===== config.mk =====
export PLATFORM = sky130hd
export DESIGN_NAME = ptc_top
export DESIGN_NICKNAME = d
export VERILOG_FILES = /design/src/hw/ptc_pkg.sv /design/src/hw/ptc_top.sv /design/src/hw/ptc_src_edge.sv /design/src/hw/ptc_prescaler.sv
export SDC_FILE = /design/constraint.sdc
export NUM_CORES = 1
export LEC_CHECK = 0
export CAP_MARGIN = 20
export CORE_MARGIN = 3
export CORE_UTILIZATION = 43
export CTS_CLUSTER_DIAMETER = 200
export DETAILED_ROUTE_END_ITERATION = 8
export DONT_BUFFER_PORTS = 1
export HOLD_SLACK_MARGIN = 0.12
export SYNTH_ARGS = -nofsm -noshare
export SYNTH_HDL_FRONTEND = slang
export SYNTH_SLANG_ARGS = --single-unit

===== constraint.sdc =====
create_clock -name clk_in -period 8.6 [get_ports clk_in]
set_input_delay 1.29 -clock clk_in [delete_from_list [all_inputs] [get_ports clk_in]]
set_output_delay 1.29 -clock clk_in [all_outputs]
set_load 0.1 [all_outputs]

===== src/hw/ptc_pkg.sv =====
// periodic tick counter: constants, register map and divide table
// assumes a single 40 MHz register clock and an AXI4-Lite master

package ptc_pkg;

  // ---------------------------------------------------------------
  // bus and register map
  // ---------------------------------------------------------------
  localparam int          ADDR_W       = 8;
  localparam int          DATA_W       = 32;
  localparam logic [7:0]  OFS_CTRL     = 8'h00;
  localparam logic [7:0]  OFS_COUNT    = 8'h04;
  localparam logic [7:0]  OFS_COMPARE  = 8'h08;
  localparam logic [7:0]  OFS_STATUS   = 8'h0C;
  localparam logic [7:0]  OFS_MASK     = 8'h10;
  localparam logic [1:0]  RESP_OKAY    = 2'h0;
  localparam logic [1:0]  RESP_SLVERR  = 2'h2;

  // ---------------------------------------------------------------
  // field layout of tick_status_control
  // ---------------------------------------------------------------
  localparam int          FLAG_BIT     = 7;
  localparam int          SRC_HI       = 6;
  localparam int          SRC_LO       = 5;
  localparam int          IEN_BIT      = 4;
  localparam int          DIV_HI       = 3;
  localparam int          DIV_LO       = 0;
  localparam int          EVT_BIT      = 0;
  localparam int          NUM_SRC      = 3;
  localparam int          RATIO_W      = 18;

  // ---------------------------------------------------------------
  // reset values and codes
  // ---------------------------------------------------------------
  localparam logic [7:0]  COMPARE_RST  = 8'h00;
  localparam logic [7:0]  COUNT_RST    = 8'h00;
  localparam logic [1:0]  SRC_LPO      = 2'h0;
  localparam logic [1:0]  SRC_EXT      = 2'h1;
  localparam logic [3:0]  DIV_OFF      = 4'h0;

  // ---------------------------------------------------------------
  // one-hot register select, shared by read and write paths
  // ---------------------------------------------------------------
  typedef enum logic [5:0] {
    PTC_SEL_CTRL    = 6'h01,
    PTC_SEL_COUNT   = 6'h02,
    PTC_SEL_COMPARE = 6'h04,
    PTC_SEL_STATUS  = 6'h08,
    PTC_SEL_MASK    = 6'h10,
    PTC_SEL_NONE    = 6'h20
  } ptc_sel_t;

  function automatic ptc_sel_t ptc_decode(input logic [7:0] addr);
    unique case (addr)
      OFS_CTRL:    return PTC_SEL_CTRL;
      OFS_COUNT:   return PTC_SEL_COUNT;
      OFS_COMPARE: return PTC_SEL_COMPARE;
      OFS_STATUS:  return PTC_SEL_STATUS;
      OFS_MASK:    return PTC_SEL_MASK;
      default:     return PTC_SEL_NONE;
    endcase
  endfunction

  // divide ratio from divider code and source bit 0, zero when off
  function automatic logic [17:0] ptc_ratio(input logic [3:0] div,
                                            input logic       sel0);
    logic [17:0] r;
    r = 18'h00000;
    if (!sel0) begin
      unique case (div)
        4'h1: r = 18'h00008;  4'h2: r = 18'h00020;
        4'h3: r = 18'h00040;  4'h4: r = 18'h00080;
        4'h5: r = 18'h00100;  4'h6: r = 18'h00200;
        4'h7: r = 18'h00400;  4'h8: r = 18'h00001;
        4'h9: r = 18'h00002;  4'hA: r = 18'h00004;
        4'hB: r = 18'h0000A;  4'hC: r = 18'h00010;
        4'hD: r = 18'h00064;  4'hE: r = 18'h001F4;
        4'hF: r = 18'h003E8;  default: r = 18'h00000;
      endcase
    end else begin
      unique case (div)
        4'h1: r = 18'h00400;  4'h2: r = 18'h00800;
        4'h3: r = 18'h01000;  4'h4: r = 18'h02000;
        4'h5: r = 18'h04000;  4'h6: r = 18'h08000;
        4'h7: r = 18'h10000;  4'h8: r = 18'h003E8;
        4'h9: r = 18'h007D0;  4'hA: r = 18'h01388;
        4'hB: r = 18'h02710;  4'hC: r = 18'h04E20;
        4'hD: r = 18'h0C350;  4'hE: r = 18'h186A0;
        4'hF: r = 18'h30D40;  default: r = 18'h00000;
      endcase
    end
    return r;
  endfunction

endpackage


===== src/hw/ptc_top.sv =====
// periodic tick counter: AXI4-Lite registers, tick count, interrupt
// assumes the three source clocks are slow signals sampled here and
// a debug level that is high while the system is halted
//
// The implementer's own choices: the register addresses and the AXI4-Lite slave port.
`timescale 1ns/1ps
`default_nettype none

module ptc_top (
  input  wire logic        clk_in,
  input  wire logic        rst_n_in,
  // clock sources and debug halt
  input  wire logic        low_power_osc_clock_in,
  input  wire logic        external_ref_clock_in,
  input  wire logic        internal_ref_clock_in,
  input  wire logic        debug_halt_in,
  // write address channel
  input  wire logic        s_axi_awvalid_in,
  output logic             s_axi_awready_out,
  input  wire logic [7:0]  s_axi_awaddr_in,
  input  wire logic [2:0]  s_axi_awprot_in,
  // write data channel
  input  wire logic        s_axi_wvalid_in,
  output logic             s_axi_wready_out,
  input  wire logic [31:0] s_axi_wdata_in,
  input  wire logic [3:0]  s_axi_wstrb_in,
  // write response channel
  output logic             s_axi_bvalid_out,
  input  wire logic        s_axi_bready_in,
  output logic [1:0]       s_axi_bresp_out,
  // read address channel
  input  wire logic        s_axi_arvalid_in,
  output logic             s_axi_arready_out,
  input  wire logic [7:0]  s_axi_araddr_in,
  input  wire logic [2:0]  s_axi_arprot_in,
  // read data channel
  output logic             s_axi_rvalid_out,
  input  wire logic        s_axi_rready_in,
  output logic [31:0]      s_axi_rdata_out,
  output logic [1:0]       s_axi_rresp_out,
  // interrupt
  output logic             irq_out
);

  // ---------------------------------------------------------------
  // register state
  // ---------------------------------------------------------------
  logic [7:0]  tick_compare_value_reg;
  logic [7:0]  tick_count_reg;
  logic [1:0]  source_select_reg;
  logic [3:0]  divider_select_reg;
  logic        periodic_irq_enable_reg;
  logic        periodic_flag_reg;
  logic        periodic_flag_next;

  // ---------------------------------------------------------------
  // write channel holding state
  // ---------------------------------------------------------------
  logic        aw_full_reg;
  logic        aw_full_next;
  logic        w_full_reg;
  logic        w_full_next;
  logic [7:0]  aw_addr_reg;
  logic [31:0] w_data_reg;
  logic [3:0]  w_strb_reg;
  logic        aw_take;
  logic        w_take;
  logic        do_write;
  logic        wr_lane0;
  ptc_pkg::ptc_sel_t wr_sel;
  ptc_pkg::ptc_sel_t rd_sel;
  logic        ar_take;

  // ---------------------------------------------------------------
  // write side effects
  // ---------------------------------------------------------------
  logic        wr_ctrl;
  logic        wr_compare;
  logic        wr_status;
  logic        wr_mask;
  logic [1:0]  new_src;
  logic [3:0]  new_div;
  logic        flag_clear;
  logic        counters_clear;

  // ---------------------------------------------------------------
  // counting path
  // ---------------------------------------------------------------
  logic [2:0]  src_rise;
  logic        sel_rise;
  logic        ps_tick;
  logic        ps_on;
  logic        running;
  logic        wrap_event;
  logic [17:0] ratio;

  // ---------------------------------------------------------------
  // bus handshakes
  // ---------------------------------------------------------------
  assign aw_take  = s_axi_awvalid_in & s_axi_awready_out;
  assign w_take   = s_axi_wvalid_in & s_axi_wready_out;
  assign ar_take  = s_axi_arvalid_in & s_axi_arready_out;
  // a write completes once both halves are held and no reply waits
  assign do_write = aw_full_reg & w_full_reg & ~s_axi_bvalid_out;
  assign aw_full_next = (aw_full_reg | aw_take) & ~do_write;
  assign w_full_next  = (w_full_reg | w_take) & ~do_write;
  assign wr_sel   = ptc_pkg::ptc_decode(aw_addr_reg);
  assign rd_sel   = ptc_pkg::ptc_decode(s_axi_araddr_in);
  // all registers are one byte wide, only lane 0 carries them
  assign wr_lane0 = do_write & w_strb_reg[0];

  // address and data are taken in either order, then held
  always_ff @(posedge clk_in) begin
    if (!rst_n_in) begin
      aw_full_reg       <= 1'b0;
      w_full_reg        <= 1'b0;
      s_axi_awready_out <= 1'b0;
      s_axi_wready_out  <= 1'b0;
    end else begin
      aw_full_reg       <= aw_full_next;
      w_full_reg        <= w_full_next;
      s_axi_awready_out <= ~aw_full_next;
      s_axi_wready_out  <= ~w_full_next;
    end
  end

  // captured payloads, no reset needed beyond a defined value
  always_ff @(posedge clk_in) begin
    if (!rst_n_in) begin
      aw_addr_reg <= 8'h00;
      w_data_reg  <= 32'h00000000;
      w_strb_reg  <= 4'h0;
    end else begin
      if (aw_take) begin
        aw_addr_reg <= s_axi_awaddr_in;
      end
      if (w_take) begin
        w_data_reg <= s_axi_wdata_in;
        w_strb_reg <= s_axi_wstrb_in;
      end
    end
  end

  // write response, error for an unmapped address
  always_ff @(posedge clk_in) begin
    if (!rst_n_in) begin
      s_axi_bvalid_out <= 1'b0;
      s_axi_bresp_out  <= ptc_pkg::RESP_OKAY;
    end else if (do_write) begin
      s_axi_bvalid_out <= 1'b1;
      s_axi_bresp_out  <= (wr_sel == ptc_pkg::PTC_SEL_NONE) ?
                          ptc_pkg::RESP_SLVERR : ptc_pkg::RESP_OKAY;
    end else if (s_axi_bready_in) begin
      s_axi_bvalid_out <= 1'b0;
    end
  end

  // ---------------------------------------------------------------
  // decoded write strobes and clear conditions
  // ---------------------------------------------------------------
  assign wr_ctrl    = wr_lane0 & (wr_sel == ptc_pkg::PTC_SEL_CTRL);
  assign wr_compare = wr_lane0 & (wr_sel == ptc_pkg::PTC_SEL_COMPARE);
  assign wr_status  = wr_lane0 & (wr_sel == ptc_pkg::PTC_SEL_STATUS);
  assign wr_mask    = wr_lane0 & (wr_sel == ptc_pkg::PTC_SEL_MASK);
  assign new_src    = w_data_reg[ptc_pkg::SRC_HI:ptc_pkg::SRC_LO];
  assign new_div    = w_data_reg[ptc_pkg::DIV_HI:ptc_pkg::DIV_LO];
  // one written to the flag, through either alias
  assign flag_clear = (wr_ctrl & w_data_reg[ptc_pkg::FLAG_BIT]) |
                      (wr_status & w_data_reg[ptc_pkg::EVT_BIT]);
  // rewriting the same source or divider keeps the counts running
  assign counters_clear = wr_compare
                        | (wr_ctrl & (new_src != source_select_reg))
                        | (wr_ctrl & (new_div != divider_select_reg));

  // configuration fields of the control register
  always_ff @(posedge clk_in) begin
    if (!rst_n_in) begin
      source_select_reg  <= ptc_pkg::SRC_LPO;
      divider_select_reg <= ptc_pkg::DIV_OFF;
    end else if (wr_ctrl) begin
      source_select_reg  <= new_src;
      divider_select_reg <= new_div;
    end
  end

  // interrupt enable, reachable from control and mask registers
  always_ff @(posedge clk_in) begin
    if (!rst_n_in) begin
      periodic_irq_enable_reg <= 1'b0;
    end else if (wr_ctrl) begin
      periodic_irq_enable_reg <= w_data_reg[ptc_pkg::IEN_BIT];
    end else if (wr_mask) begin
      periodic_irq_enable_reg <= w_data_reg[ptc_pkg::EVT_BIT];
    end
  end

  // compare value, taken from byte lane 0 of the data
  always_ff @(posedge clk_in) begin
    if (!rst_n_in) begin
      tick_compare_value_reg <= ptc_pkg::COMPARE_RST;
    end else if (wr_compare) begin
      tick_compare_value_reg <= w_data_reg[7:0];
    end
  end

  // ---------------------------------------------------------------
  // source selection and prescaler
  // ---------------------------------------------------------------
  genvar gi;
  generate
    for (gi = 0; gi < ptc_pkg::NUM_SRC; gi = gi + 1) begin : g_src
      logic src_level;
      if (gi == 0) begin : g_lpo
        assign src_level = low_power_osc_clock_in;
      end else if (gi == 1) begin : g_ext
        assign src_level = external_ref_clock_in;
      end else begin : g_int
        assign src_level = internal_ref_clock_in;
      end
      ptc_src_edge u_edge (
        .clk_in   (clk_in),
        .rst_n_in (rst_n_in),
        .src_in   (src_level),
        .rise_out (src_rise[gi])
      );
    end
  endgenerate

  // source code 00 oscillator, 01 external, 1x internal
  always_comb begin
    if (source_select_reg[1]) begin
      sel_rise = src_rise[2];
    end else if (source_select_reg == ptc_pkg::SRC_EXT) begin
      sel_rise = src_rise[1];
    end else begin
      sel_rise = src_rise[0];
    end
  end

  // ratio from divider code and source bit 0
  assign ratio   = ptc_pkg::ptc_ratio(divider_select_reg,
                                      source_select_reg[0]);
  assign ps_on   = (divider_select_reg != ptc_pkg::DIV_OFF);
  // a halted system stops prescaler and tick counting but keeps the counts
  assign running = ps_on & ~debug_halt_in;

  ptc_prescaler u_prescaler (
    .clk_in   (clk_in),
    .rst_n_in (rst_n_in),
    .clear_in (counters_clear | ~ps_on),
    .run_in   (running),
    .edge_in  (sel_rise),
    .ratio_in (ratio),
    .tick_out (ps_tick)
  );

  // ---------------------------------------------------------------
  // tick count and wrap
  // ---------------------------------------------------------------
  // the match is seen on the tick that moves count to zero,
  // so a compare of zero wraps on every tick
  assign wrap_event = ps_tick & running &
                      (tick_count_reg == tick_compare_value_reg);

  always_ff @(posedge clk_in) begin
    if (!rst_n_in || counters_clear || !ps_on) begin
      tick_count_reg <= ptc_pkg::COUNT_RST;
    end else if (wrap_event) begin
      tick_count_reg <= ptc_pkg::COUNT_RST;
    end else if (ps_tick && running) begin
      tick_count_reg <= tick_count_reg + 8'h01;
    end
  end

  // ---------------------------------------------------------------
  // periodic flag and interrupt
  // ---------------------------------------------------------------
  // a wrap in the same cycle as a clear leaves the flag set
  always_comb begin
    periodic_flag_next = periodic_flag_reg;
    if (flag_clear) begin
      periodic_flag_next = 1'b0;
    end
    if (wrap_event) begin
      periodic_flag_next = 1'b1;
    end
  end

  always_ff @(posedge clk_in) begin
    if (!rst_n_in) begin
      periodic_flag_reg <= 1'b0;
      irq_out           <= 1'b0;
    end else begin
      periodic_flag_reg <= periodic_flag_next;
      // registered from the next flag value, so the request rises on the same edge as the flag
      irq_out <= periodic_flag_next & periodic_irq_enable_reg;
    end
  end

  // ---------------------------------------------------------------
  // read channel
  // ---------------------------------------------------------------
  // count has no write path, so reading it is the only access
  always_ff @(posedge clk_in) begin
    if (!rst_n_in) begin
      s_axi_arready_out <= 1'b0;
      s_axi_rvalid_out  <= 1'b0;
      s_axi_rdata_out   <= 32'h00000000;
      s_axi_rresp_out   <= ptc_pkg::RESP_OKAY;
    end else if (ar_take) begin
      s_axi_arready_out <= 1'b0;
      s_axi_rvalid_out  <= 1'b1;
      s_axi_rresp_out   <= ptc_pkg::RESP_OKAY;
      s_axi_rdata_out   <= 32'h00000000;
      unique case (rd_sel)
        ptc_pkg::PTC_SEL_CTRL: begin
          s_axi_rdata_out[7:0] <= {periodic_flag_reg,
                                   source_select_reg,
                                   periodic_irq_enable_reg,
                                   divider_select_reg};
        end
        ptc_pkg::PTC_SEL_COUNT: begin
          s_axi_rdata_out[7:0] <= tick_count_reg;
        end
        ptc_pkg::PTC_SEL_COMPARE: begin
          s_axi_rdata_out[7:0] <= tick_compare_value_reg;
        end
        ptc_pkg::PTC_SEL_STATUS: begin
          s_axi_rdata_out[ptc_pkg::EVT_BIT] <= periodic_flag_reg;
        end
        ptc_pkg::PTC_SEL_MASK: begin
          s_axi_rdata_out[ptc_pkg::EVT_BIT] <= periodic_irq_enable_reg;
        end
        ptc_pkg::PTC_SEL_NONE: begin
          s_axi_rresp_out <= ptc_pkg::RESP_SLVERR;
        end
      endcase
    end else if (s_axi_rvalid_out) begin
      if (s_axi_rready_in) begin
        s_axi_rvalid_out  <= 1'b0;
        s_axi_arready_out <= 1'b1;
      end
    end else begin
      s_axi_arready_out <= 1'b1;
    end
  end

endmodule
`default_nettype wire


===== src/hw/ptc_src_edge.sv =====
// periodic tick counter: source clock synchroniser and edge finder
// assumes the source toggles slower than a quarter of clk_in
`timescale 1ns/1ps
`default_nettype none

module ptc_src_edge (
  input  wire logic clk_in,
  input  wire logic rst_n_in,
  input  wire logic src_in,
  output logic      rise_out
);

  // ---------------------------------------------------------------
  // two-stage synchroniser, then a history stage for the edge
  // ---------------------------------------------------------------
  logic meta_reg;
  logic sync_reg;
  logic hist_reg;

  // only sync_reg reads meta_reg, to keep metastability contained
  always_ff @(posedge clk_in) begin
    if (!rst_n_in) begin
      meta_reg <= 1'b0;
      sync_reg <= 1'b0;
      hist_reg <= 1'b0;
      rise_out <= 1'b0;
    end else begin
      meta_reg <= src_in;
      sync_reg <= meta_reg;
      hist_reg <= sync_reg;
      rise_out <= sync_reg & ~hist_reg;
    end
  end

endmodule
`default_nettype wire


===== src/hw/ptc_prescaler.sv =====
// periodic tick counter: prescaler counting synchronised edges
// assumes edge_in is a one-cycle pulse in the clk_in domain
`timescale 1ns/1ps
`default_nettype none

module ptc_prescaler (
  input  wire logic        clk_in,
  input  wire logic        rst_n_in,
  input  wire logic        clear_in,
  input  wire logic        run_in,
  input  wire logic        edge_in,
  input  wire logic [17:0] ratio_in,
  output logic             tick_out
);

  logic [17:0] cnt_reg;

  // ---------------------------------------------------------------
  // divide: a tick each ratio_in edges; hold while not running
  // ---------------------------------------------------------------
  always_ff @(posedge clk_in) begin
    if (!rst_n_in || clear_in) begin
      cnt_reg  <= 18'h00000;
      tick_out <= 1'b0;
    end else if (run_in && edge_in) begin
      if (cnt_reg == ratio_in - 18'h00001) begin
        cnt_reg  <= 18'h00000;
        tick_out <= 1'b1;
      end else begin
        cnt_reg  <= cnt_reg + 18'h00001;
        tick_out <= 1'b0;
      end
    end else begin
      tick_out <= 1'b0; // frozen count is kept
    end
  end

endmodule
`default_nettype wire


# Word level (Yosys, flattened, before mapping)
# Memories as Yosys holds them, arrays and structs flattened. A register that Yosys moved wholly into a read port is not among the register bits.
# Cells that the tools add are included.
# totals
ff_bits,92
mem_bits_ro,416
input_bits,69
output_inout_bits,42
elab_cells,145
memories,2
# mem_list
name,depth,width,read_ports,rd_clocked_by_memory_dff,write_ports,line,source
(no name shown),16,15,1,1,0,ptc_pkg.sv:81,unique case (div)
(no name shown),16,11,1,1,0,ptc_pkg.sv:70,unique case (div)
# op_classes
n_addsub,3
n_eq_ne,25
n_mux,26
n_bitwise,40
reduce_logical,15
# op_table
op,n
6-bit case mux with 5 select lines,2
18-bit two-way mux,2
"8-bit by 4-bit == test with 1-bit output, second input constant",4
1-bit AND,23
7-bit case mux with 3 select lines,1
"18-bit by 1-bit adder with 18-bit output, second input constant",1
18-bit == test,1
"18-bit by 1-bit subtractor with 18-bit output, second input constant",1
"8-bit by 3-bit == test with 1-bit output, second input constant",2
"8-bit by 5-bit == test with 1-bit output, second input constant",2
8-bit logical NOT,2
4-bit two-way mux,4
1-bit two-way mux,14
"6-bit by 1-bit == test with 1-bit output, second input constant",2
"6-bit by 3-bit == test with 1-bit output, second input constant",2
"6-bit by 4-bit == test with 1-bit output, second input constant",2
"6-bit by 5-bit == test with 1-bit output, second input constant",2
"6-bit == test, second input constant",2
1-bit NOT,11
"8-bit by 1-bit adder with 8-bit output, second input constant",1
8-bit == test,1
"6-bit by 2-bit == test with 1-bit output, second input constant",1
1-bit OR,6
2-bit OR reduction,3
other kinds (11),17

# Logic depth before layout (Yosys ltp)
# Gate-level depths: netlist of run 1.
# depth
depth_word,10
ltp_mapped,13

# By module
# From an unflattened synthesis of run 1, not the netlist that was laid out.
# hier_totals
hier_cells,708
hier_area_um2,6213.5
# modules_own_cells
module,n_inst,cells_per_inst,area_per_inst_um2,seq_area_each_um2
ptc_top,1,503,4415.5,1701.6
ptc_prescaler,1,181,1463.9,380.4
ptc_src_edge,3,8,111.4,80.1

# Worst setup path before layout of run 1
# OpenSTA, ideal clock, no wires.
# synth_path
path_type,register -> register
from,register s_axi_bvalid_out
to,register (tool-made name)
arrival_ns,3.137
path_slack_ns,5.336
stages_incl_launch_ff,13
path_buffers,2
period_less_slack_ns,3.264
path_cell_list,dfxtp_1 nand3b_1 nor3_1 nand4b_1 clkbuf_1 mux2i_1 nand2b_1 clkbuf_1 clkinv_1 ha_1 nand3_1 a21boi_0 nor2_1
# synth_lines
element,line,source
start: declaration,ptc_top.sv:28,"output logic s_axi_bvalid_out,"
start signal: assignment,ptc_top.sv:147,s_axi_bvalid_out <= 1'b0;
start signal: assignment,ptc_top.sv:150,s_axi_bvalid_out <= 1'b1;
start signal: assignment,ptc_top.sv:154,s_axi_bvalid_out <= 1'b0;

# Worst setup path after layout of run 1
# layout_path
from,register source_select_reg[0]
to,register u_prescaler.cnt_reg[0]
# layout_between
elab_chain_len,6
word_cells_on_any_way,14
classes_between,add/sub: 1; eq/ne: 3; mux: 4; bitwise: 4; reduce/logical: 2
# layout_rtl
element,line,source
start: declaration,ptc_top.sv:50,logic [1:0] source_select_reg;
start signal: assignment,ptc_top.sv:178,source_select_reg <= ptc_pkg::SRC_LPO;
start signal: assignment,ptc_top.sv:181,source_select_reg <= new_src;
branches (longest 6 deep; another with 18-bit by 1-bit subtractor with 18-bit output),--,
end signal: assignment,ptc_prescaler.sv:30,cnt_reg <= cnt_reg + 18'h00001;
end: declaration,ptc_prescaler.sv:16,logic [17:0] cnt_reg;
# Several ways; the timed one is not identified.
# A chain may end at the register's enable or synchronous reset.

==> summary.txt, run 1 <==
vias in the first global route: 4,994
post-route setup TNS: 0 ns
Area growth syn-to-layout: 11.2%
number of setup buffers added after CTS: 0
number of synthesized flops with an enable pin: 0
initial antenna violation count: 0
GRT overflow: 0
clock network latency to the later pin of the worst-skew pair: 0.42 ns
share of power burned in the clock network: 0.546
Top-Level Pins: 111
measured slew at the worst slew-check pin: 1.06 ns
Crit. End Element: flip-flop
core region area: 13,900 sq um
Port Buffers: 0
max-slew violation count: 0
layer with the highest usage after global routing: met2
Warnings, synthesis: 0
Total Routing Usage GR: 0.193
launch point of the worst path: source_select_reg[0]
mean area per synthesized cell: 8.32 sq um
library cells used by synthesis: 62
Critical Path, Cell by Cell: buf_4, or3b_1, a222oi_1, nand2_1, a211oi_1, nand4b_1, nand4bb_4, nor4_4, nor3_1
Synth Cell Area: 6130 sq um
CTS tree: yes
height of the die: 125 microns
Final Cycle Share: 0.509
Min-Delay Startpoint: g_src[2].u_edge.hist_reg
CP peak stage delay: 0.89 ns
share of synthesized registers carrying an async set or reset: 0
number of design-rule violations left by the first detailed-router iteration: 361
Vias per Instance: 5.50
met2 demand-to-capacity share in global routing: 0.321
clock-pin slew on the worst setup and hold paths: 0.05 ns
vias after detailed routing: 5,067
Period minus WS final: 4.37 ns
clock buffer count from CTS: 17
outcome: complete, no violations
hold slack: 0.383 ns
grt met3 use: 0.0504
count of max-cap constraint violations: 0
number of instances in the synthesized netlist: 737
clock sinks: 116
share of total power consumed by net switching: 0.242
Starting Density: 0.440
Max-Slew Margin vs Limit: 0.290
half-perimeter wire length after detailed placement: 11,000 microns
number of nets still failing antenna checks after routing: 0
post-route clock skew: 0.0135 ns
final hold violation count: 0
flip-flop and latch count after synthesis: 116
switching power: 343 uW
Setup CP Type: reg -> reg
met1 track demand over resource: 0.235
Internal Power: 1070 uW
total length of routed wires: 14,800 microns
RSZ-0062 raised after global routing: false
R2R Setup Slk: 4.23 ns
full die area: 15,700 sq um
nets@finish: 806
Clk Tree Root Cell: clkbuf_16
post-cts hold buffer count: 0
Cell Pwr Density: 208 nW/um^2
type of element launching the critical path: flip-flop
Max Root-Sink Buffers: 2
WL/cell: 16.0 microns
sequential share of power: 0.399
DRC errors left: 0
Max VDD drop: 0.178 mV
sequential element share of the synthesized area: 0.379
most common library cell in the layout ignoring fill and taps: dfxtp_1
maximum number of pins on one net before global-route repair: 60
dominant synthesized flop cell: dfxtp_1
share of cells above drive strength 1: 0.0674
commonest non-fill, non-tap cells in the layout: 115 x dfxtp_1, 75 x nand2_1, 64 x nor2_1, 46 x a21oi_1, 39 x nor3_1
static power due to leakage: 0.00266 uW
Final Wtd Congestion: 0.896
data arrival time at the worst-slack endpoint: 4.63 ns
antenna diode instance count: 0
maximum achievable frequency: 229 MHz
class of the tightest hold or removal check: reg -> reg
combinational share of power: 0.055
TritonRoute pass-1 iters: 5
number of failing setup endpoints in the final timing report: 0
wire length of the first global-routing pass: 24,700 microns
startpoint of the most critical register-to-register path: source_select_reg[0]
count of cells resized by post-cts repair: 0
placement row count: 43
crit-path max FO: 59
die span in x: 125 microns
required time at the worst-slack endpoint: 8.85 ns
H-tree level count: 4
Crit-path slowest cell: a222oi_1
through the flow:
stage	setup WS (ns)	area [sq um]	instances	power, uW	utilization
detailed placement	4.30	6170	890	655	0.443
floorplan	5.34	6220	762	660	-
global placement	4.40	6170	890	654	0.443
CTS	4.27	6820	922	1430	0.489
global route	3.87	6820	922	1460	0.489
finish	4.23	6820	922	1420	0.489
worst max-delay path: cells and delay by family (launching register included):
family                 cells  cell delay (ns)
and+or+nand+nor            6             2.06
buffers and inverters      1             0.49
DFF                        1             0.39
AOI/OAI and AO/OA          2             1.25
layout make-up:
type,count,area (sq um)
clock buffer,17,425
clock inverter,15,225
fill,1333,7120
inverter,19,71.3
multi-input combinational,568,3500
sequential,116,2320
tap,180,225
timing repair buffer,7,52.6
routing by layer:
layer	up-vias	part of all wire
met2	143	0.48
met5	-	0
met1	2368	0.45
met4	0	0.025
met3	29	0.045
li1	2527	-
cells by family after synthesis:
| family | count (synthesis) | share of synthesized area |
|---|---|---|
| AOI/OAI and AO/OA | 124 | 0.126 |
| xor gates and xnor gates | 56 | 0.0800 |
| DFF | 116 | 0.379 |
| buffers and inverters | 78 | 0.0663 |
| muxes | 37 | 0.0629 |
| adders and majority gates | 8 | 0.0163 |
| and+or+nand+nor | 317 | 0.269 |
| other | 1 | 0.000612 |
power by group through the flow:
stage	Clock, uW	Combinational (uW)	Sequential [uW]
3_5_place_dp	0	78.6	577
5_1_grt	811	83.1	566
3_3_place_gp	0	77.5	576
4_1_cts	786	78.7	565
6_report	773	78.6	565
2_1_floorplan	0	81.8	578
synth_stat cells, types with 3 or more instances:
library cell / instances / area, sq um
and4_1: 3 / 26.3
and2_1: 20 / 125
and3_1: 7 / 43.8
nor3_1: 39 / 195
clkbuf_1: 26 / 97.6
o21ai_0: 30 / 150
o22ai_1: 3 / 18.8
buf_1: 3 / 11.3
a22oi_1: 4 / 30.0
o21a_1: 3 / 22.5
buf_4: 28 / 210
a21oi_1: 46 / 230
nor2_1: 64 / 240
ha_1: 8 / 100
mux2i_1: 34 / 340
o32a_1: 3 / 30.0
and3b_1: 3 / 26.3
a2111oi_0: 5 / 43.8
nand3_1: 30 / 150
or4_1: 4 / 30.0
nand4_1: 11 / 68.8
xnor2_1: 29 / 254
dfxtp_1: 116 / 2320
a211oi_1: 6 / 45.0
xor2_1: 27 / 236
inv_1: 17 / 63.8
nor4_1: 8 / 50.1
or3_1: 5 / 31.3
or2_2: 4 / 25.0
nand2_1: 75 / 282
a22o_1: 7 / 61.3
nand2b_1: 12 / 75.1
nand4b_1: 4 / 35.0
and4b_1: 3 / 30.0
nor3b_1: 6 / 45.0
nor2b_1: 11 / 68.8
path summary, 6_finish.rpt:
| path | cells after the start | end |
|---|---|---|
| worst max-delay path | 9 | u_prescaler.cnt_reg[0] |
| worst min-delay path | 1 | g_src[2].u_edge.rise_out |
| worst max register to register | 9 | u_prescaler.cnt_reg[0] |
| worst min register to register | 1 | g_src[2].u_edge.rise_out |
(Power assumes the default switching activity.)
==> run 2, diff against run 1 <==
==> constraint.sdc (replaced) <==
create_clock -name clk_in -period 3.8 [get_ports clk_in]
set_input_delay 0.57 -clock clk_in [delete_from_list [all_inputs] [get_ports clk_in]]
set_output_delay 0.57 -clock clk_in [all_outputs]
set_load 0.1 [all_outputs]
==> run 2 against run 1 <==
  * Via count increased by 0.43%
  * Non-clock buffer count increased by 8
  * Final cell count increased by 0.87%
  * Critical path type unchanged
  * Critical endpoint is now u_prescaler.tick_out
  * Largest power group unchanged
==> summary.txt, run 2 (same netlist as run 1, synthesis figures left out) <==
outcome: complete, no violations
sequential share of power: 0.423 (+0.024)
Cell Pwr Density: 441 nW/um^2 (+110%)
placement row count: 43 (unchanged)
Internal Power: 2230 uW (+110%)
vias in the first global route: 4,953 (-0.82%)
data arrival time at the worst-slack endpoint: 3.65 ns (-0.98 ns)
required time at the worst-slack endpoint: 4.09 ns (-4.76 ns)
worst slack after detailed placement: 0.566 ns (-3.73 ns)
Max VDD drop: 0.335 mV (+88%)
post-route setup slack: 0.438 ns (-3.79 ns)
Max-Slew Margin vs Limit: 0.337 (+0.0474)
Clk Tree Root Cell: clkbuf_16
RSZ-0062 raised after global routing: false
CTS tree: yes
nets@finish: 814 (+0.99%)
startpoint of the most critical register-to-register path: source_select_reg[0]
count of cells resized by post-cts repair: 0 (unchanged)
Hold Path Stages: 1 (unchanged)
Setup CP Type: reg -> reg
core region area: 13,900 sq um (unchanged)
full die area: 15,700 sq um (unchanged)
H-tree level count: 4 (unchanged)
initial antenna violation count: 0 (unchanged)
commonest non-fill, non-tap cells in the layout: 115 x dfxtp_1, 75 x nand2_1, 64 x nor2_1, 46 x a21oi_1, 39 x nor3_1
Vias per Instance: 5.47 (-0.43%)
share of power burned in the clock network: 0.514 (-0.032)
clock network latency to the later pin of the worst-skew pair: 0.41 ns (about the same)
maximum number of pins on one net before global-route repair: 43 (-28%)
total cell area at the placement stage: 6230 sq um (+0.97%)
Crit-path slowest cell: mux2i_1
static power due to leakage: 0.00266 uW (+0.19%)
GRT overflow: 0 (unchanged)
post-route setup TNS: 0 ns (unchanged)
Period minus WS final: 3.36 ns (-1.01 ns)
count of cells along the worst register-to-register path: 10 (+1)
Max Root-Sink Buffers: 2 (unchanged)
half-perimeter wire length after detailed placement: 11,100 microns (+1.1%)
Total Routing Usage GR: 0.192 (-0.000989)
number of design-rule violations left by the first detailed-router iteration: 377 (+4.4%)
Final Util: 0.489 (-0.000719)
max-slew violation count: 0 (unchanged)
FF-to-FF End: u_prescaler.tick_out
clock buffer count from CTS: 17 (unchanged)
number of setup buffers added after CTS: 0 (unchanged)
clock sinks: 116 (unchanged)
WL/cell: 15.9 microns (-0.42%)
height of the die: 125 microns (unchanged)
hold slack: 0.284 ns (-0.0993 ns)
clock-pin slew on the worst setup and hold paths: 0.05 ns (about the same)
crit-path max FO: 17 (-71%)
number of failing setup endpoints in the final timing report: 0 (unchanged)
antenna diode instance count: 0 (unchanged)
share of cells above drive strength 1: 0.0773 (+0.00995)
post-cts hold buffer count: 0 (unchanged)
number of nets still failing antenna checks after routing: 0 (unchanged)
TritonRoute pass-1 iters: 6 (+1)
Crit. End Element: flip-flop
post-route design area: 6810 sq um (-0.15%)
measured slew at the worst slew-check pin: 0.993 ns (-0.0710 ns)
most common library cell in the layout ignoring fill and taps: dfxtp_1
total length of routed wires: 14,800 microns (+0.45%)
share of total power consumed by net switching: 0.256 (+0.0141)
CP peak stage delay: 0.49 ns (-0.40 ns)
Port Buffers: 0 (unchanged)
count of max-cap constraint violations: 0 (unchanged)
Hold Path Sink: g_src[0].u_edge.sync_reg
class of the tightest hold or removal check: in -> reg
final hold violation count: 0 (unchanged)
maximum achievable frequency: 297 MHz (+30%)
wire length of the first global-routing pass: 24,700 microns (-0.19%)
post-route clock skew: 0.00733 ns (-0.00620 ns)
Area growth syn-to-layout: 11.1%
type of element launching the critical path: flip-flop
Final Wtd Congestion: 0.922 (+2.9%)
Final Cycle Share: 0.885 (+0.376)
Starting Density: 0.440 (unchanged)
switching power: 770 uW (+120%)
combinational share of power: 0.063 (+0.008)
R2R Setup Slk: 0.44 ns (-3.79 ns)
Critical Path, Cell by Cell: buf_4, nand2b_1, ha_1, o221ai_1, nor2_1, mux2i_1, nand3b_1, nor4_1, nand4_1, nor3_1
FILL cells: 1,367 (+2.6%)
DRC errors left: 0 (unchanged)
die span in x: 125 microns (unchanged)
Min-Delay Startpoint: rst_n_in
Top-Level Pins: 111 (unchanged)
vias after detailed routing: 5,089 (+0.43%)
## run 2: cell types whose count changed in the layout (fill, tap and decap cells not counted), sizes merged
cell	change
clkinvlp	+1
bufinv	-3
buf	+8
clkinv	+2
## run 2: worst max-delay path, delay by kind of cell (launching register included)
family,cells,cell delay [ns]
compound gates,1,0.27
fa+ha+maj,1,0.25
buf+inv,1,0.23
flops,1,0.48
mux,1,0.49
simple gates,6,1.50
## run 2: power by group through the flow
stage / clock (uW) / combinational [uW] / sequential [uW]
5_1_grt: 1630 / 199 / 1270
4_1_cts: 1580 / 188 / 1270
2_1_floorplan: 0 / 185 / 1310
3_5_place_dp: 0 / 188 / 1300
6_report: 1540 / 188 / 1270
3_3_place_gp: 0 / 186 / 1300
## run 2: how the worst max path moves through the flow
stage,startpoint,to,slack (ns),cells after the start
after global routing,source_select_reg[0],u_prescaler.tick_out,0.11,9
after CTS,source_select_reg[0],u_prescaler.tick_out,0.52,10
final,source_select_reg[0],u_prescaler.tick_out,0.44,10
after detailed placement,source_select_reg[0],u_prescaler.tick_out,0.57,9
after floorplan,s_axi_bvalid_out,flip-flop,0.54,12
after global placement,source_select_reg[0],u_prescaler.tick_out,0.56,9
## run 2: cell type report
class | count | area, sq um | share of cell area
Inverter | 19 | 71.3 | 0.0105
Multi-Input combinational cell | 568 | 3500 | 0.513
Timing Repair Buffer | 15 | 113 | 0.0165
Tap cell | 180 | 225 | 0.0331
Sequential cell | 116 | 2320 | 0.341
Clock inverter | 15 | 155 | 0.0228
Clock buffer | 17 | 425 | 0.0625
## run 2: per-stage QoR
stage | power, uW | cells
global placement | 1480 | 898
global route | 3110 | 930
detailed placement | 1480 | 898
finish | 3000 | 930
floorplan | 1490 | 762
CTS | 3040 | 930
## run 2: layer usage
metal	vias to the layer above	GRT usage	share of wire
met5	-	0	0
met4	0	0.0619	0.016
met3	27	0.0500	0.047
met2	132	0.324	0.48
met1	2386	0.239	0.45
li1	2544	-	-
==> run 3, diff against run 2 <==
--- a/config.mk
+++ b/config.mk
@@ -7,7 +7,7 @@
 export LEC_CHECK = 0
 export CAP_MARGIN = 20
 export CORE_MARGIN = 3
-export CORE_UTILIZATION = 43
+export CORE_UTILIZATION = 30
 export CTS_CLUSTER_DIAMETER = 200
 export DETAILED_ROUTE_END_ITERATION = 8
 export DONT_BUFFER_PORTS = 1
==> run 3 against run 2 <==
  * First-iteration DRC count shrank 20%
  * Worst hold slack lost 0.0059 ns
  * Clock power grew 9.7%
  * Non-clock buffer count grew 1
  * Critical path type unchanged
  * Highest routed layer unchanged
  * Clock skew is essentially flat
  * Critical endpoint unchanged
==> summary.txt, run 3 (same netlist as run 1, synthesis figures left out) <==
layer with the highest usage after global routing: met2
height of the die: 149 microns (+19%)
die span in x: 149 microns (+19%)
required time at the worst-slack endpoint: 4.09 ns (about the same)
Period minus WS final: 3.36 ns (-0.00157 ns)
wire length of the first global-routing pass: 24,100 microns (-2.4%)
grt met3 use: 0.0349 (-0.0150)
Max VDD drop: 0.422 mV (+26%)
nets@finish: 815 (+0.12%)
clock-pin slew on the worst setup and hold paths: 0.06 ns (about the same)
DRC errors left: 0 (unchanged)
worst slack after detailed placement: 0.495 ns (-0.0706 ns)
Cell Pwr Density: 451 nW/um^2 (+2.4%)
vias after detailed routing: 5,022 (-1.3%)
type of element launching the critical path: flip-flop
GRT overflow: 0 (unchanged)
full die area: 22,200 sq um (+41%)
vias in the first global route: 4,873 (-1.6%)
count of max-cap constraint violations: 0 (unchanged)
half-perimeter wire length after detailed placement: 10,900 microns (-1.9%)
FF-to-FF End: u_prescaler.tick_out
most common library cell in the layout ignoring fill and taps: dfxtp_1
commonest non-fill, non-tap cells in the layout: 115 x dfxtp_1, 75 x nand2_1, 64 x nor2_1, 46 x a21oi_1, 39 x nor3_1
count of cells resized by post-cts repair: 0 (unchanged)
Critical Path, Cell by Cell: buf_4, nand2b_1, ha_1, o221ai_1, nor2_1, mux2i_1, nand3b_1, nor4_1, nand4_1, nor3_1
total length of routed wires: 14,600 microns (-1.6%)
TritonRoute pass-1 iters: 4 (-2)
Port Buffers: 0 (unchanged)
startpoint of the most critical register-to-register path: source_select_reg[0]
number of setup buffers added after CTS: 0 (unchanged)
WL/cell: 14.4 microns (-9.9%)
worst path bufs/invs: 1 (unchanged)
CP peak stage delay: 0.50 ns (about the same)
class of the tightest hold or removal check: in -> reg
Vias per Instance: 4.94 (-9.7%)
FILL cells: 2,078 (+52%)
crit-path max FO: 26 (+9)
Final Cycle Share: 0.884 (about the same)
met2 demand-to-capacity share in global routing: 0.222 (-0.101)
H-tree level count: 4 (unchanged)
Min-Delay Startpoint: rst_n_in
number of failing setup endpoints in the final timing report: 0 (unchanged)
final hold violation count: 0 (unchanged)
clock sinks: 116 (unchanged)
outcome: complete, no violations
Final Wtd Congestion: 0.856 (-7.1%)
count of cells along the worst register-to-register path: 10 (unchanged)
placement row count: 51 (+19%)
post-route setup TNS: 0 ns (unchanged)
Crit. End Element: flip-flop
clock buffer count from CTS: 17 (unchanged)
CTS tree: yes
post-route setup slack: 0.440 ns (+0.00157 ns)
Area growth syn-to-layout: 13.9%
core region area: 19,800 sq um (+42%)
measured slew at the worst slew-check pin: 0.997 ns (+0.00381 ns)
met1 track demand over resource: 0.173 (-0.0657)
share of cells above drive strength 1: 0.0786 (+0.00123)
Clk Tree Root Cell: clkbuf_16
initial antenna violation count: 0 (unchanged)
maximum number of pins on one net before global-route repair: 28 (-35%)
data arrival time at the worst-slack endpoint: 3.65 ns (about the same)
static power due to leakage: 0.00269 uW (+0.97%)
post-route clock skew: 0.00719 ns (-0.000138 ns)
Top-Level Pins: 111 (unchanged)
Max-Slew Margin vs Limit: 0.334 (-0.00254)
Hold Path Stages: 1 (unchanged)
post-cts hold buffer count: 0 (unchanged)
Starting Density: 0.310 (-0.130)
clock network latency to the later pin of the worst-skew pair: 0.41 ns (about the same)
Crit-path slowest cell: nor2_1
number of design-rule violations left by the first detailed-router iteration: 302 (-20%)
number of nets still failing antenna checks after routing: 0 (unchanged)
RSZ-0062 raised after global routing: false
Total Routing Usage GR: 0.134 (-0.0574)
maximum achievable frequency: 298 MHz (about the same)
Setup CP Type: reg -> reg
R2R Setup Slk: 0.44 ns (about the same)
antenna diode instance count: 0 (unchanged)
Hold Path Sink: g_src[0].u_edge.sync_reg
Max Root-Sink Buffers: 2 (unchanged)
max-slew violation count: 0 (unchanged)
kind of cell adding the most delay to the critical path: simple AND/OR/NAND/NOR gates
## run 3: through the flow
stage | total power, uW | utilization | hold WS (ns) | cell area (sq um) | cells
2_1_floorplan | 1490 | - | 0.367 | 6220 | 762
3_3_place_gp | 1480 | 0.321 | 0.372 | 6340 | 984
3_5_place_dp | 1490 | 0.321 | 0.375 | 6340 | 984
4_1_cts | 3190 | 0.353 | 0.258 | 6980 | 1016
5_1_grt | 3250 | 0.353 | 0.258 | 6980 | 1016
6_report | 3150 | 0.353 | 0.278 | 6980 | 1016
## run 3: worst max-delay path by stage
stage	from	to	depth (start not counted)
after floorplan	s_axi_bvalid_out	flip-flop	12
after global placement	source_select_reg[0]	u_prescaler.tick_out	10
after global routing	source_select_reg[0]	u_prescaler.tick_out	10
final	source_select_reg[0]	u_prescaler.tick_out	10
after detailed placement	source_select_reg[0]	u_prescaler.tick_out	10
after CTS	source_select_reg[0]	u_prescaler.tick_out	10
## run 3: where the power goes
part / internal (uW) / leakage (uW) / switching, uW
registers: 1240 / 0.000940 / 33.5
logic: 25.7 / 0.00144 / 163
clock network: 1120 / 0.000307 / 572
## run 3: cell type report
class	instances	area [sq um]	area share
multi-input cells	568	3500	0.501
flip-flops and latches	116	2320	0.333
inverters	19	71.3	0.0102
clock inverters	14	201	0.0288
clock buffers	18	439	0.0629
repair buffers	16	120	0.0172
well taps	265	332	0.0475
## run 3: per-layer routing
metal | up-vias | wire length, microns | part of all wire
met5 | - | 0 | 0
met3 | 13 | 709 | 0.049
met1 | 2356 | 6870 | 0.47
met2 | 109 | 6890 | 0.47
li1 | 2544 | - | -
met4 | 0 | 125 | 0.0086
